$ cat config.mk
export PLATFORM = sky130hd
export DESIGN_NAME = dsc_config_decoder
export DESIGN_NICKNAME = d
export VERILOG_FILES = /design/src/verilog/dsc_pkg.sv /design/src/verilog/dsc_sw_if.sv /design/src/verilog/dsc_config_decoder.sv /design/src/verilog/dsc_sw_sampler.sv
export SDC_FILE = /design/constraint.sdc
export NUM_CORES = 1
export LEC_CHECK = 0
export BUFFER_PORTS_ARGS = -buffer_cell sky130_fd_sc_hd__buf_2
export CORE_AREA = 2 2 129 163
export DETAILED_ROUTE_END_ITERATION = 10
export DIE_AREA = 0 0 131 165
export GPL_ROUTABILITY_DRIVEN = 1
export PLACE_DENSITY = 0.82
export SYNTH_ARGS = -nofsm -noshare
export SYNTH_HDL_FRONTEND = slang
export SYNTH_SLANG_ARGS = --single-unit
$ cat constraint.sdc
create_clock -name core_clk_i -period 4.35 [get_ports core_clk_i]
set_input_delay 0.435 -clock core_clk_i [delete_from_list [all_inputs] [get_ports core_clk_i]]
set_output_delay 0.435 -clock core_clk_i [all_outputs]
set_load 0.02 [all_outputs]
$ cat src/verilog/dsc_pkg.sv
// constants for the switch sampler and configuration decoder
package dsc_pkg;
    localparam int unsigned SW_W = 8;
    localparam int unsigned ID_W = 6;
    localparam int unsigned NODE_W = 30;
    localparam int unsigned ADDR_W = 8;
    localparam int unsigned DATA_W = 32;
    localparam int unsigned BIT_PROTECT = 5;
    localparam int unsigned BIT_RECOVER = 6;
    localparam int unsigned BIT_FEATURE = 7;
    localparam int unsigned CLK_PERIOD_PS = 5000;
    localparam int unsigned SETTLE_NS = 1000;
    localparam int unsigned SETTLE_CYC = (SETTLE_NS * 1000 + CLK_PERIOD_PS - 1) / CLK_PERIOD_PS;
    localparam int unsigned CNT_W = 8;
    localparam logic [ADDR_W-1:0] OFS_SWITCH = 8'h00;
    localparam logic [ADDR_W-1:0] OFS_NODE = 8'h04;
    localparam logic [ADDR_W-1:0] OFS_EFF = 8'h08;
    localparam logic [ADDR_W-1:0] OFS_IP = 8'h0C;
    localparam logic [ADDR_W-1:0] OFS_NAME = 8'h10;
    localparam logic [ADDR_W-1:0] OFS_PCFG = 8'h14;
    localparam logic [ADDR_W-1:0] OFS_ERR = 8'h18;
    localparam logic [NODE_W-1:0] NODE_RST = 30'h0000_0000;
    localparam logic [DATA_W-1:0] IP_DEFAULT = 32'h0000_0000;
    localparam logic [DATA_W-1:0] NAME_RST = 32'h0000_0000;
    localparam logic [DATA_W-1:0] PCFG_RST = 32'h0000_0000;
    localparam logic [1:0] RESP_OKAY = 2'h0;
    localparam logic [1:0] RESP_SLVERR = 2'h2;
    localparam int unsigned ERR_ID = 0;
    localparam int unsigned ERR_PROT = 1;
    localparam int unsigned ERR_W = 2;
endpackage

$ cat src/verilog/dsc_sw_if.sv
// carrier for latched switch settings between sampler and decoder
`timescale 1ns/1ps
`default_nettype none
interface dsc_sw_if;
    import dsc_pkg::*;
    logic [SW_W-1:0] sw;
    logic valid;
    logic pulse;
    modport src (output sw, output valid, output pulse);
    modport dst (input sw, input valid, input pulse);
endinterface
`default_nettype wire

$ cat src/verilog/dsc_config_decoder.sv
// switch configuration decoder with AXI4-Lite register access
//
// Added by the designer: the AXI4-Lite register port and the register addresses.
`timescale 1ns/1ps
`default_nettype none
module dsc_config_decoder
    import dsc_pkg::*;
(
    input wire logic core_clk_i,
    input wire logic resetn_i,
    input wire logic [dsc_pkg::SW_W-1:0] sw_raw_i,
    input wire logic [dsc_pkg::ADDR_W-1:0] s_axi_awaddr,
    input wire logic s_axi_awvalid,
    output logic s_axi_awready,
    input wire logic [dsc_pkg::DATA_W-1:0] s_axi_wdata,
    input wire logic [3:0] s_axi_wstrb,
    input wire logic s_axi_wvalid,
    output logic s_axi_wready,
    output logic [1:0] s_axi_bresp,
    output logic s_axi_bvalid,
    input wire logic s_axi_bready,
    input wire logic [dsc_pkg::ADDR_W-1:0] s_axi_araddr,
    input wire logic s_axi_arvalid,
    output logic s_axi_arready,
    output logic [dsc_pkg::DATA_W-1:0] s_axi_rdata,
    output logic [1:0] s_axi_rresp,
    output logic s_axi_rvalid,
    input wire logic s_axi_rready,
    output logic [dsc_pkg::NODE_W-1:0] node_id_o,
    output logic cfg_valid_o,
    output logic exception_report_enable_o,
    output logic smart_instruction_enable_o,
    output logic write_protect_o,
    output logic [dsc_pkg::DATA_W-1:0] ip_addr_o
);
    dsc_sw_if sw_bus ();

    dsc_sw_sampler u_sampler (
        .core_clk_i(core_clk_i),
        .resetn_i(resetn_i),
        .sw_raw_i(sw_raw_i),
        .sw_o(sw_bus.src)
    );

    function automatic logic [DATA_W-1:0] merge(input logic [DATA_W-1:0] old,
        input logic [DATA_W-1:0] nw, input logic [3:0] st);
        logic [DATA_W-1:0] res;
        res = old;
        for (int i = 0; i < 4; i++)
        begin
            if (st[i])
                res[i*8 +: 8] = nw[i*8 +: 8];
        end
        return res;
    endfunction

    logic awready_r, wready_r, bvalid_r, arready_r, rvalid_r;
    logic [1:0] bresp_r, rresp_r;
    logic [DATA_W-1:0] rdata_r;
    logic [NODE_W-1:0] soft_node_r, eff_r;
    logic [DATA_W-1:0] ip_r, name_r, pcfg_r;
    logic [ERR_W-1:0] err_r;
    logic feat_r, prot_r;
    logic [ID_W-1:0] sw_id;
    logic protect, wr_fire, wr_go, rd_go, wr_hit, rd_hit;
    logic node_rej, pcfg_rej, ip_rej;
    logic [ERR_W-1:0] err_set;
    logic [DATA_W-1:0] wr_merged, rd_mux;

    assign sw_id = sw_bus.valid ? sw_bus.sw[ID_W-1:0] : '0;
    assign protect = sw_bus.valid && sw_bus.sw[BIT_PROTECT];
    assign wr_go = s_axi_awvalid && s_axi_wvalid && !awready_r && !bvalid_r;
    assign wr_fire = awready_r;
    assign rd_go = s_axi_arvalid && !arready_r && !rvalid_r;

    // software identifier only while switches read zero
    assign node_rej = (sw_id != '0) || protect || !sw_bus.valid;
    assign pcfg_rej = protect;
    assign ip_rej = protect;

    always_comb
    begin
        wr_merged = '0;
        wr_hit = 1'b1;
        err_set = '0;
        case (s_axi_awaddr)
            OFS_NODE: wr_merged = merge({{(DATA_W-NODE_W){1'b0}}, soft_node_r},
                s_axi_wdata, s_axi_wstrb);
            OFS_IP: wr_merged = merge(ip_r, s_axi_wdata, s_axi_wstrb);
            OFS_NAME: wr_merged = merge(name_r, s_axi_wdata, s_axi_wstrb);
            OFS_PCFG: wr_merged = merge(pcfg_r, s_axi_wdata, s_axi_wstrb);
            OFS_ERR: wr_merged = s_axi_wdata;
            OFS_SWITCH, OFS_EFF: wr_merged = '0;
            default: wr_hit = 1'b0;
        endcase
        if (wr_fire && s_axi_awaddr == OFS_NODE && node_rej)
            err_set[ERR_ID] = 1'b1;
        if (wr_fire && ((s_axi_awaddr == OFS_PCFG && pcfg_rej)
            || (s_axi_awaddr == OFS_IP && ip_rej)))
            err_set[ERR_PROT] = 1'b1;
    end

    always_ff @(posedge core_clk_i or negedge resetn_i)
    begin
        if (!resetn_i)
        begin
            awready_r <= 1'b0;
            wready_r <= 1'b0;
            bvalid_r <= 1'b0;
            bresp_r <= RESP_OKAY;
        end
        else
        begin
            awready_r <= wr_go;
            wready_r <= wr_go;
            if (wr_fire)
            begin
                bvalid_r <= 1'b1;
                bresp_r <= wr_hit ? RESP_OKAY : RESP_SLVERR;
            end
            else if (s_axi_bready)
                bvalid_r <= 1'b0;
        end
    end

    always_ff @(posedge core_clk_i or negedge resetn_i)
    begin
        if (!resetn_i)
            soft_node_r <= NODE_RST;
        else if (wr_fire && s_axi_awaddr == OFS_NODE && !node_rej)
            soft_node_r <= wr_merged[NODE_W-1:0];
    end

    // recovery at capture overrides any same-cycle write
    always_ff @(posedge core_clk_i or negedge resetn_i)
    begin
        if (!resetn_i)
            ip_r <= IP_DEFAULT;
        else if (sw_bus.pulse && sw_bus.sw[BIT_RECOVER])
            ip_r <= IP_DEFAULT;
        else if (wr_fire && s_axi_awaddr == OFS_IP && !ip_rej)
            ip_r <= wr_merged;
    end

    always_ff @(posedge core_clk_i or negedge resetn_i)
    begin
        if (!resetn_i)
            name_r <= NAME_RST;
        else if (wr_fire && s_axi_awaddr == OFS_NAME)
            name_r <= wr_merged;
    end

    always_ff @(posedge core_clk_i or negedge resetn_i)
    begin
        if (!resetn_i)
            pcfg_r <= PCFG_RST;
        else if (wr_fire && s_axi_awaddr == OFS_PCFG && !pcfg_rej)
            pcfg_r <= wr_merged;
    end

    // sticky errors, write one to clear, set beats clear
    always_ff @(posedge core_clk_i or negedge resetn_i)
    begin
        if (!resetn_i)
            err_r <= '0;
        else if (wr_fire && s_axi_awaddr == OFS_ERR)
            err_r <= (err_r & ~wr_merged[ERR_W-1:0]) | err_set;
        else
            err_r <= err_r | err_set;
    end

    always_ff @(posedge core_clk_i or negedge resetn_i)
    begin
        if (!resetn_i)
        begin
            eff_r <= NODE_RST;
            feat_r <= 1'b0;
            prot_r <= 1'b0;
        end
        else
        begin
            eff_r <= (sw_id != '0) ? NODE_W'(sw_id) : soft_node_r;
            feat_r <= sw_bus.valid && sw_bus.sw[BIT_FEATURE];
            prot_r <= protect;
        end
    end

    always_comb
    begin
        rd_mux = '0;
        rd_hit = 1'b1;
        case (s_axi_araddr)
            OFS_SWITCH: rd_mux = {{(DATA_W-SW_W-1){1'b0}}, sw_bus.valid, sw_bus.sw};
            OFS_NODE: rd_mux = {{(DATA_W-NODE_W){1'b0}}, soft_node_r};
            OFS_EFF: rd_mux = {{(DATA_W-NODE_W){1'b0}}, eff_r};
            OFS_IP: rd_mux = ip_r;
            OFS_NAME: rd_mux = name_r;
            OFS_PCFG: rd_mux = pcfg_r;
            OFS_ERR: rd_mux = {{(DATA_W-ERR_W){1'b0}}, err_r};
            default: rd_hit = 1'b0;
        endcase
    end

    always_ff @(posedge core_clk_i or negedge resetn_i)
    begin
        if (!resetn_i)
        begin
            arready_r <= 1'b0;
            rvalid_r <= 1'b0;
            rdata_r <= '0;
            rresp_r <= RESP_OKAY;
        end
        else
        begin
            arready_r <= rd_go;
            if (arready_r)
            begin
                rvalid_r <= 1'b1;
                rdata_r <= rd_mux;
                rresp_r <= rd_hit ? RESP_OKAY : RESP_SLVERR;
            end
            else if (s_axi_rready)
                rvalid_r <= 1'b0;
        end
    end

    assign s_axi_awready = awready_r;
    assign s_axi_wready = wready_r;
    assign s_axi_bvalid = bvalid_r;
    assign s_axi_bresp = bresp_r;
    assign s_axi_arready = arready_r;
    assign s_axi_rvalid = rvalid_r;
    assign s_axi_rdata = rdata_r;
    assign s_axi_rresp = rresp_r;
    assign node_id_o = eff_r;
    assign cfg_valid_o = sw_bus.valid;
    assign exception_report_enable_o = feat_r;
    assign smart_instruction_enable_o = feat_r;
    assign write_protect_o = prot_r;
    assign ip_addr_o = ip_r;
endmodule
`default_nettype wire

$ cat src/verilog/dsc_sw_sampler.sv
// switch synchroniser and one-shot power-up latch
`timescale 1ns/1ps
`default_nettype none
module dsc_sw_sampler
    import dsc_pkg::*;
(
    input wire logic core_clk_i,
    input wire logic resetn_i,
    input wire logic [dsc_pkg::SW_W-1:0] sw_raw_i,
    dsc_sw_if.src sw_o
);
    logic [SW_W-1:0] sync1_r;
    logic [SW_W-1:0] sync2_r;
    logic [SW_W-1:0] latch_r;
    logic [CNT_W-1:0] cnt_r;
    logic valid_r;
    logic pulse_r;
    logic take;

    assign take = !valid_r && (cnt_r == CNT_W'(SETTLE_CYC - 1));

    always_ff @(posedge core_clk_i or negedge resetn_i)
    begin
        if (!resetn_i)
        begin
            sync1_r <= '0;
            sync2_r <= '0;
        end
        else
        begin
            sync1_r <= sw_raw_i;
            sync2_r <= sync1_r;
        end
    end

    always_ff @(posedge core_clk_i or negedge resetn_i)
    begin
        if (!resetn_i)
            cnt_r <= '0;
        else if (!valid_r)
            cnt_r <= cnt_r + CNT_W'(1);
    end

    // single capture after release, frozen until next reset
    always_ff @(posedge core_clk_i or negedge resetn_i)
    begin
        if (!resetn_i)
        begin
            latch_r <= '0;
            valid_r <= 1'b0;
            pulse_r <= 1'b0;
        end
        else
        begin
            pulse_r <= take;
            if (take)
            begin
                latch_r <= sync2_r;
                valid_r <= 1'b1;
            end
        end
    end

    assign sw_o.sw = latch_r;
    assign sw_o.valid = valid_r;
    assign sw_o.pulse = pulse_r;
endmodule
`default_nettype wire

# Yosys cells after proc, flatten, opt, wreduce, memory -nomap -nowiden

Index checks and enable logic that the tools add are counted.

Register bits after elaboration: 234
Bits of input ports: 67
Output and inout port bits: 107
Logic and storage cells: 111

Add/sub/neg operators: 1
Equal/unequal tests: 13
Multiplexer cells: 33
Bitwise operators: 4
Reductions and logical operators: 39

Operator list:

| kind                                                                  | number |
|---|---|
| 32-bit case mux with 7 select lines                                   | 1 |
| 32-bit case mux with 5 select lines                                   | 1 |
| 8-bit two-way mux                                                     | 16 |
| 32-bit two-way mux                                                    | 2 |
| 8-bit by 5-bit equality test with 1-bit output, second input constant | 6 |
| 8-bit by 4-bit equality test with 1-bit output, second input constant | 4 |
| 30-bit two-way mux                                                    | 1 |
| 1-bit logical AND                                                     | 21 |
| 8-bit by 3-bit equality test with 1-bit output, second input constant | 2 |
| 8-bit zero test                                                       | 2 |
| 7-bit OR reduction                                                    | 2 |
| 8-bit by 1-bit adder with 8-bit output, second input constant         | 1 |
| 8-bit equality test, second input constant                            | 1 |
| 1-bit two-way mux                                                     | 8 |
| 1-bit zero test                                                       | 7 |
| 2-bit two-way mux                                                     | 3 |
| 6-bit two-way mux                                                     | 1 |
| 2-bit nonzero test                                                    | 3 |
| 6-bit nonzero test                                                    | 1 |
| 2-bit OR                                                              | 2 |
| 1-bit logical OR                                                      | 3 |
| 2-bit AND                                                             | 1 |
| 2-bit inverter                                                        | 1 |

# Logic depth before layout (Yosys ltp)

Gate-level depths: netlist of the first run.

Depth after elaboration: 8
Mapped depth: 7
Mapped depth without buffers: 4

# Modules after synthesis

A second synthesis of the first run with hierarchy kept.

Cell total of the unflattened synthesis: 955
Area, all modules: 11,802.6 µm²

By module, submodules not included:

| module             | times used | cells each | area each (µm²) |
|---|---|---|---|
| dsc_config_decoder | 1          | 890        | 10,682.7 |
| dsc_sw_sampler     | 1          | 65         | 1,119.8 |

# Worst setup path after synthesis of the first run

Ideal clock, no wire load.

Path type: in2reg
Start: input port s_axi_awaddr[5] (netlist bit)
End: register ip_r[30] (netlist: ip_addr_o[30])
Setup time: 0.122 ns
Arrival: 1.701 ns
Data required time: 4.228 ns
Slack: 2.527 ns
Cell stages on the path: 4
Path buffers: 1
Cell sequence: or3_1 > buf_6 > or4_4 > a32o_1

Cells in the longest elaborated chain, start to end: 4
Elaborated cells on any way between the ends: 11

Ends and longest elaborated chain:

| item                                                                            | line                                                | RTL |
|---|---|---|
| start, declared                                                                 | dsc_config_decoder.sv:12                            | `input wire logic [dsc_pkg::ADDR_W-1:0] s_axi_awaddr,` |
| 8-bit by 5-bit equality test with 1-bit output, or another cell as far along    | dsc_config_decoder.sv:86                            | `case (s_axi_awaddr)` |
| 32-bit case mux with 5 select lines / 1-bit logical AND (equally long branches) | dsc_config_decoder.sv:86, dsc_config_decoder.sv:141 |  |
| 32-bit two-way mux / 1-bit logical AND (equally long branches)                  | dsc_config_decoder.sv:141                           | `else if (wr_fire && s_axi_awaddr == OFS_IP && !ip_rej)` |
| 32-bit two-way mux / 2-bit nonzero test (equally long branches)                 | n/a                                                 |  |
| end signal, assigned                                                            | dsc_config_decoder.sv:142                           | `ip_r <= wr_merged;` |
| end, declared                                                                   | dsc_config_decoder.sv:61                            | `logic [DATA_W-1:0] ip_r, name_r, pcfg_r;` |

Parallel ways exist; a longest one is shown, timed or not. The select of a mux whose other input is x is not followed.
A chain may end at the register's enable or synchronous reset.

==> results of run 1 <==
## sequential cells by signal (all words and copies together), names as in the netlist
| register | flops |
|---|---|
| pcfg_r | 32 |
| s_axi_bvalid | 1 |
| err_r | 2 |
| ip_addr_o | 32 |
| u_sampler.sw_o.pulse | 1 |
| u_sampler.sync1_r | 8 |
| s_axi_rdata | 32 |
| name_r | 32 |
| s_axi_rresp | 1 |
| exception_report_enable_o | 1 |
| node_id_o | 30 |
| s_axi_bresp | 1 |
| u_sampler.sw_o.valid | 1 |
| s_axi_wready | 1 |
| u_sampler.sync2_r | 8 |
| soft_node_r | 30 |
| s_axi_arready | 1 |
| s_axi_rvalid | 1 |
| u_sampler.cnt_r | 8 |
| write_protect_o | 1 |
| u_sampler.sw_o.sw | 8 |
## synth_stat cells, drive strengths merged, types with 2 or more instances
cell | instances | share of area [%]
buf | 42 | 2.0
a32o | 3 | 0.26
a2bb2oi | 35 | 2.6
o22a | 9 | 0.67
mux2i | 96 | 8.2
a22oi | 7 | 0.45
clkbuf | 65 | 2.1
o22ai | 32 | 1.7
a22o | 5 | 0.37
o2bb2ai | 2 | 0.15
nand3b | 3 | 0.19
or4b | 2 | 0.17
nand2b | 5 | 0.27
nand3 | 34 | 1.5
o21ai | 151 | 6.5
mux2 | 20 | 1.9
a21oi | 34 | 1.5
inv | 40 | 1.3
nor4b | 45 | 3.5
nor3b | 3 | 0.19
or3 | 4 | 0.21
or2 | 3 | 0.16
nor3 | 2 | 0.086
and2 | 28 | 1.5
nor4 | 24 | 1.3
nor2 | 31 | 1.1
nor4bb | 23 | 2.0
nand4 | 3 | 0.16
o31ai | 31 | 2.0
nor2b | 5 | 0.27
mux4 | 2 | 0.39
xnor2 | 6 | 0.45
nand2 | 101 | 3.2
a21o | 2 | 0.13
or4 | 3 | 0.22
dfrtp | 232 | 50
a211oi | 2 | 0.13
and3b | 5 | 0.37
## logic make-up (layout without fill, tap and decap cells)
kind of cell               after synthesis  in the layout
adders and majority gates                1              1
AOI/OAI and AO/OA                      321            321
buffers and inverters                  147            281
xor gates and xnor gates                 7              7
muxes                                  118            118
and+or+nand+nor                        328            328
DFF                                    232            232
other                                    1              2
## routing by layer
metal  global-route usage [%]  vias to the layer above
li1                         -                     4456
met1                     41.1                     4914
met2                     50.9                      598
met3                     6.15                      101
met4                     13.0                        0
met5                        0                        -
## power groups by stage
stage	sequential [uW]	combinational, uW	clock, uW
global placement	2230	337	0
floorplan	2240	178	0
CTS	2190	344	2070
detailed placement	2230	342	0
global route	2190	374	2160
finish	2190	348	2060
## per-stage QoR
stage	instances	util (%)	hold slack [ns]
finish	1560	67.3	-0.00900
global route	1560	67.3	0.0152
global placement	1519	63.4	0.331
floorplan	1156	-	0.139
CTS	1560	67.3	0.0199
detailed placement	1519	63.4	0.335
## final cells by class
type	instances	area [sq um]
Clock buffer	26	607
Multi-Input combinational cell	777	5270
Tap cell	270	338
Timing Repair Buffer	200	1080
Sequential cell	232	5810
Fill cell	1567	6540
Clock inverter	15	166
Inverter	40	150
## placed cells by master (no fill, tap or decap), drive strengths merged, types with 32 or more instances in the layout
| master | instances |
|---|---|
| o22ai | 32 |
| buf | 200 |
| nand3 | 34 |
| inv | 41 |
| a21oi | 34 |
| dfrtp | 232 |
| mux2i | 96 |
| nor4b | 45 |
| a2bb2oi | 35 |
| nand2 | 101 |
| o21ai | 151 |
## worst max-delay path by stage
stage	from	end	slack (ns)	cells after the start
global placement	s_axi_awaddr[5]	name_r[6]	1.72	6
detailed placement	s_axi_araddr[2]	s_axi_rdata[25]	1.60	6
finish	s_axi_wready	name_r[12]	1.82	4
CTS	s_axi_wready	name_r[12]	1.83	4
floorplan	s_axi_awaddr[5]	ip_addr_o[30]	2.53	4
global route	s_axi_wready	name_r[22]	1.69	5
==> metrics, run 1 <==
CTS max path bufs=3; total power=4590 uW; CP max stage cell=nand3_2; Final Hold Viols=4; Critical Path AT=2.95 ns; Largest delay share family, worst path=simple AND/OR/NAND/NOR gates; Crit path largest cell delay=0.74 ns; Antenna Cells=0; die area=0.0216 sq mm; DR iter-0 viols=995; max-slew violation count=0; CP required=4.77 ns; ys flop type=dfrtp_1; cts hold-fix bufs=0; routability cong.=0.850; flops & latches, synth=232; simple-gate area share of the yosys netlist=16.7%; R2R cell count=4; die height=165 um; M1 WL=13100 um; Clock power frac=44.9%; first-pass detailed-route iteration total=5; final period utilization=58.1%; largest family of logic cells by synthesized area=compound AO/OA/AOI/OAI gates; Internal Pwr Total=3470 uW; post-DR wirelength/cell=21.7 um; RSZ-0062 raised after global routing=no; clk_lat worst skew=0.51 ns; Final HPWL DP=21700 um; pin count of the biggest net entering global routing=122; Avg Vias per Cell=6.45; IO Count=174; compound-gate portion of the synthesized area=17.1%; kind of critical path=reg -> reg; status=finished, violations left; Synth Area in XOR/XNOR=0.525%; power per cell area=342 mW/mm^2; Clk pin slew, worst setup/hold paths=0.07 ns; EDFF count, synth=0; crit-path max FO=36; fin nets=1342; switching part of the total=24.6%; mux share of post-synthesis cell area=10.5%; Mapped Cells=1155; Setup Buffers After CTS=0; die width=131 um; Placement Setup Slack=1.60 ns; top sig layer=met4; reg2reg start=s_axi_wready; TritonCTS Sinks=232; ys async rst share=100%; max cap viols=0; crit start category=flop; Starting Density=58.5%; initial antenna violation count=0; Placeable Area=0.0200 sq mm; Buffers on Ports=171; Yosys cell types=64; failing checks=negative hold slack; adder and majority gate portion of the synthesized area=0.107%; final total negative setup slack=0 ns; clk root buf=clkbuf_16; CTS buffer count=23; number of global-route vias before repair=9987; first-pass GRT wire length=52700 um; post-route ant nets=0; remaining global-route overflow=0; Cell Area, Placed=0.0126 sq mm; max frequency=396 MHz; static leakage=0.00609 uW; worst min-delay path class=in -> async; relative slew slack=37.2%; worst hold slack=-0.00900 ns; r2r setup slk=1.82 ns; fin worst setup slack=1.82 ns; Design Area, Final=0.0134 sq mm; H-tree levels=1; sequential fraction of the synthesis area=49.7%; drt drc=0; Net Switching=1130 uW; Worst Max-Slew Pin Slew=0.940 ns; area grow syn2layout=14.9%; Tmin final=2.53 ns; worst ir drop on vdd=0.341 mV; CP Buf/Inv Count=1; element type at the critical path end=flop; final wirelength=33900 um; WL met3=3080 um; layout cells sized above 1=21.3%; CTS resizes=0; syn_area_per_cell=10.1 sq um; met2 routed WL=16500 um; # rows=58; Logic pwr share=7.6%; sequential share of power=47.6%; TritonCTS clock tree=built; Fin Clk Skew=0.0126 ns; Cell Chain, Critical Path=nor3b_1 > nand3_2 > buf_4 > o21ai_0; mapped cell area=0.0117 sq mm; vias post-DR=10100; Global Route Usage Sum=31.3%; Reg-to-Reg End=name_r[12]; Final setup viols=0; Synth Warn #=0
(Power assumes the default switching activity.)
==> run 2: changes to the inputs <==
- ABC_AREA: unset -> 1
- CORE_AREA: 2 2 129 163 -> 2 2 141 178
- DIE_AREA: 0 0 131 165 -> 0 0 143 180
- PLACE_DENSITY: 0.82 -> 0.78
- clock period: 4.35 -> 2.3 ns (I/O delays scaled with it)
==> metrics, run 2 <==
die height=180 um; flops & latches, synth=232; mapped cell area=0.0126 sq mm; kind of critical path=reg -> reg; final period utilization=84.6%; final total negative setup slack=0 ns; Avg Vias per Cell=5.69; RSZ-0062 raised after global routing=no; EDFF count, synth=0; crit-path max FO=31; first-pass GRT wire length=68200 um; syn_area_per_cell=6.99 sq um; area grow syn2layout=16.9%; sequential fraction of the synthesis area=46.1%; worst ir drop on vdd=0.601 mV; CTS buffer count=25; die area=0.0257 sq mm; number of global-route vias before repair=13000; ys flop type=dfrtp_1; routability cong.=0.918; worst hold slack=0.110 ns; Antenna Cells=0; Worst Max-Slew Pin Slew=0.858 ns; crit start category=flop; Fin Clk Skew=0.0136 ns; cell taking the most area after synthesis=dfrtp_1; Storage cell area=0.00581 sq mm; remaining global-route overflow=0; count leader, synth=nand2_1; fin worst setup slack=0.355 ns; Internal Pwr Total=6650 uW; power per cell area=598 mW/mm^2; most frequent cells in the layout=nand2_1 (774), dfrtp_1 (232), nand3_1 (211), buf_2 (170), o21ai_0 (154); sequential share of power=47.0%; Buffers on Ports=171; static leakage=0.00814 uW; ys async rst share=100%; max cap viols=0; post-DR wirelength/cell=18.7 um; Global Route Usage Sum=33.7%; max-slew violation count=0; Final setup viols=0; ranking of synthesized cells by area=dfrtp_1 (46%), nand2_1 (23%), nand3_1 (8.4%), o21ai_0 (6.1%), inv_1 (3.9%); Setup Buffers After CTS=0; # rows=64; drt drc=0; status=complete, no violations; DR iter-0 viols=1261; initial antenna violation count=0; TritonCTS Sinks=232; total power=8820 uW; Clk pin slew, worst setup/hold paths=0.06 ns; Yosys cell types=35; clk root buf=clkbuf_16; Placeable Area=0.0241 sq mm; top cell type's share of synthesized area=46.1%; element type at the critical path end=flop; Starting Density=52.3%; area of the multi-input gates=0.00575 sq mm; switching part of the total=24.6%; final wirelength=43000 um; first-pass detailed-route iteration total=6; post-route ant nets=0; Clock power frac=45.6%; layout cells sized above 1=14.3%; die width=143 um; clk_lat worst skew=0.53 ns; Placement Setup Slack=0.393 ns; Synth Warn #=0; Synth top cells by count=nand2_1 (774), dfrtp_1 (232), nand3_1 (211); fin nets=2024; max frequency=514 MHz; Final Hold Viols=0; Net Switching=2170 uW; final core occ=61.1%; IO Count=174; relative slew slack=42.7%; Tmin final=1.95 ns; CTS max path bufs=3; leading cell type in the layout, fill and taps excluded=nand2_1; fill cell count=2137; Mapped Cells=1804; Final HPWL DP=26900 um; vias post-DR=13100; TritonCTS clock tree=built; CP required=2.77 ns; Critical Path AT=2.42 ns; worst min-delay path class=in -> reg; Logic pwr share=7.4%; H-tree levels=1; pin count of the biggest net entering global routing=78
## run 2: timing repair
action / 4_1_cts / 5_1_grt
resized for setup: 0 / 0
hold buffers: 14 / 0
endpoints found under the hold margin: 60 / 0
## run 2: logic make-up (layout without fill, tap and decap cells)
logic type	after synthesis	count (layout)	share of synthesized area (%)
and+or+nand+nor	1123	1123	36.7
buffers and inverters	247	414	8.47
DFF	232	232	46.1
AOI/OAI and AO/OA	194	194	8.25
xor gates and xnor gates	6	6	0.417
adders and majority gates	1	1	0.0992
other	1	2	0.0297
## run 2: layout make-up
cell class | instances | share of cell area (%)
flip-flops and latches | 232 | 39.4
multi-input cells | 1326 | 39.0
repair buffers | 227 | 9.65
clock buffers | 37 | 4.82
inverters | 144 | 3.69
well taps | 330 | 2.80
clock inverters | 6 | 0.603
## run 2: power groups by stage
stage	sequential [uW]	clock, uW	combinational, uW
3_5_place_dp	4220	0	622
3_3_place_gp	4220	0	610
4_1_cts	4140	4040	645
2_1_floorplan	4240	0	267
6_report	4140	4020	656
5_1_grt	4140	4200	707
## run 2: path summary, 6_finish.rpt
check	start	endpoint	slack (ns)	cells past startpoint
worst max-delay path	u_sampler.sw_o.valid	soft_node_r[21]	0.35	7
max in group asynchronous	resetn_i	node_id_o[24]	1.30	3
worst max register to register	u_sampler.sw_o.valid	soft_node_r[21]	0.35	7
worst min-delay path	s_axi_wdata[24]	name_r[24]	0.11	5
worst min register to register	u_sampler.sync1_r[5]	u_sampler.sync2_r[5]	0.35	0
min in group asynchronous	resetn_i	s_axi_rdata[4]	0.21	2
## run 2: worst max-delay path, cell delays in order (launching register included)
cell	delay, ns
dfrtp_1	0.52
nand2_1	0.15
nand2_1	0.06
nor2_1	0.20
nand3_2	0.22
nor2_8	0.50
nand2_1	0.14
nand2_1	0.09
## run 2: stage by stage
step                cell area, sq um  cells
global route                   14700   2302
CTS                            14700   2302
detailed placement             13800   2245
finish                         14700   2302
global placement               13800   2245
floorplan                      12600   1805
## run 2: layer usage
layer	vias to the layer above	global-route usage [%]	wire (um)
met1	6084	43.8	16200
met4	0	18.0	2300
met3	175	5.25	4380
met5	-	0	0
met2	871	53.9	20100
li1	5970	-	-
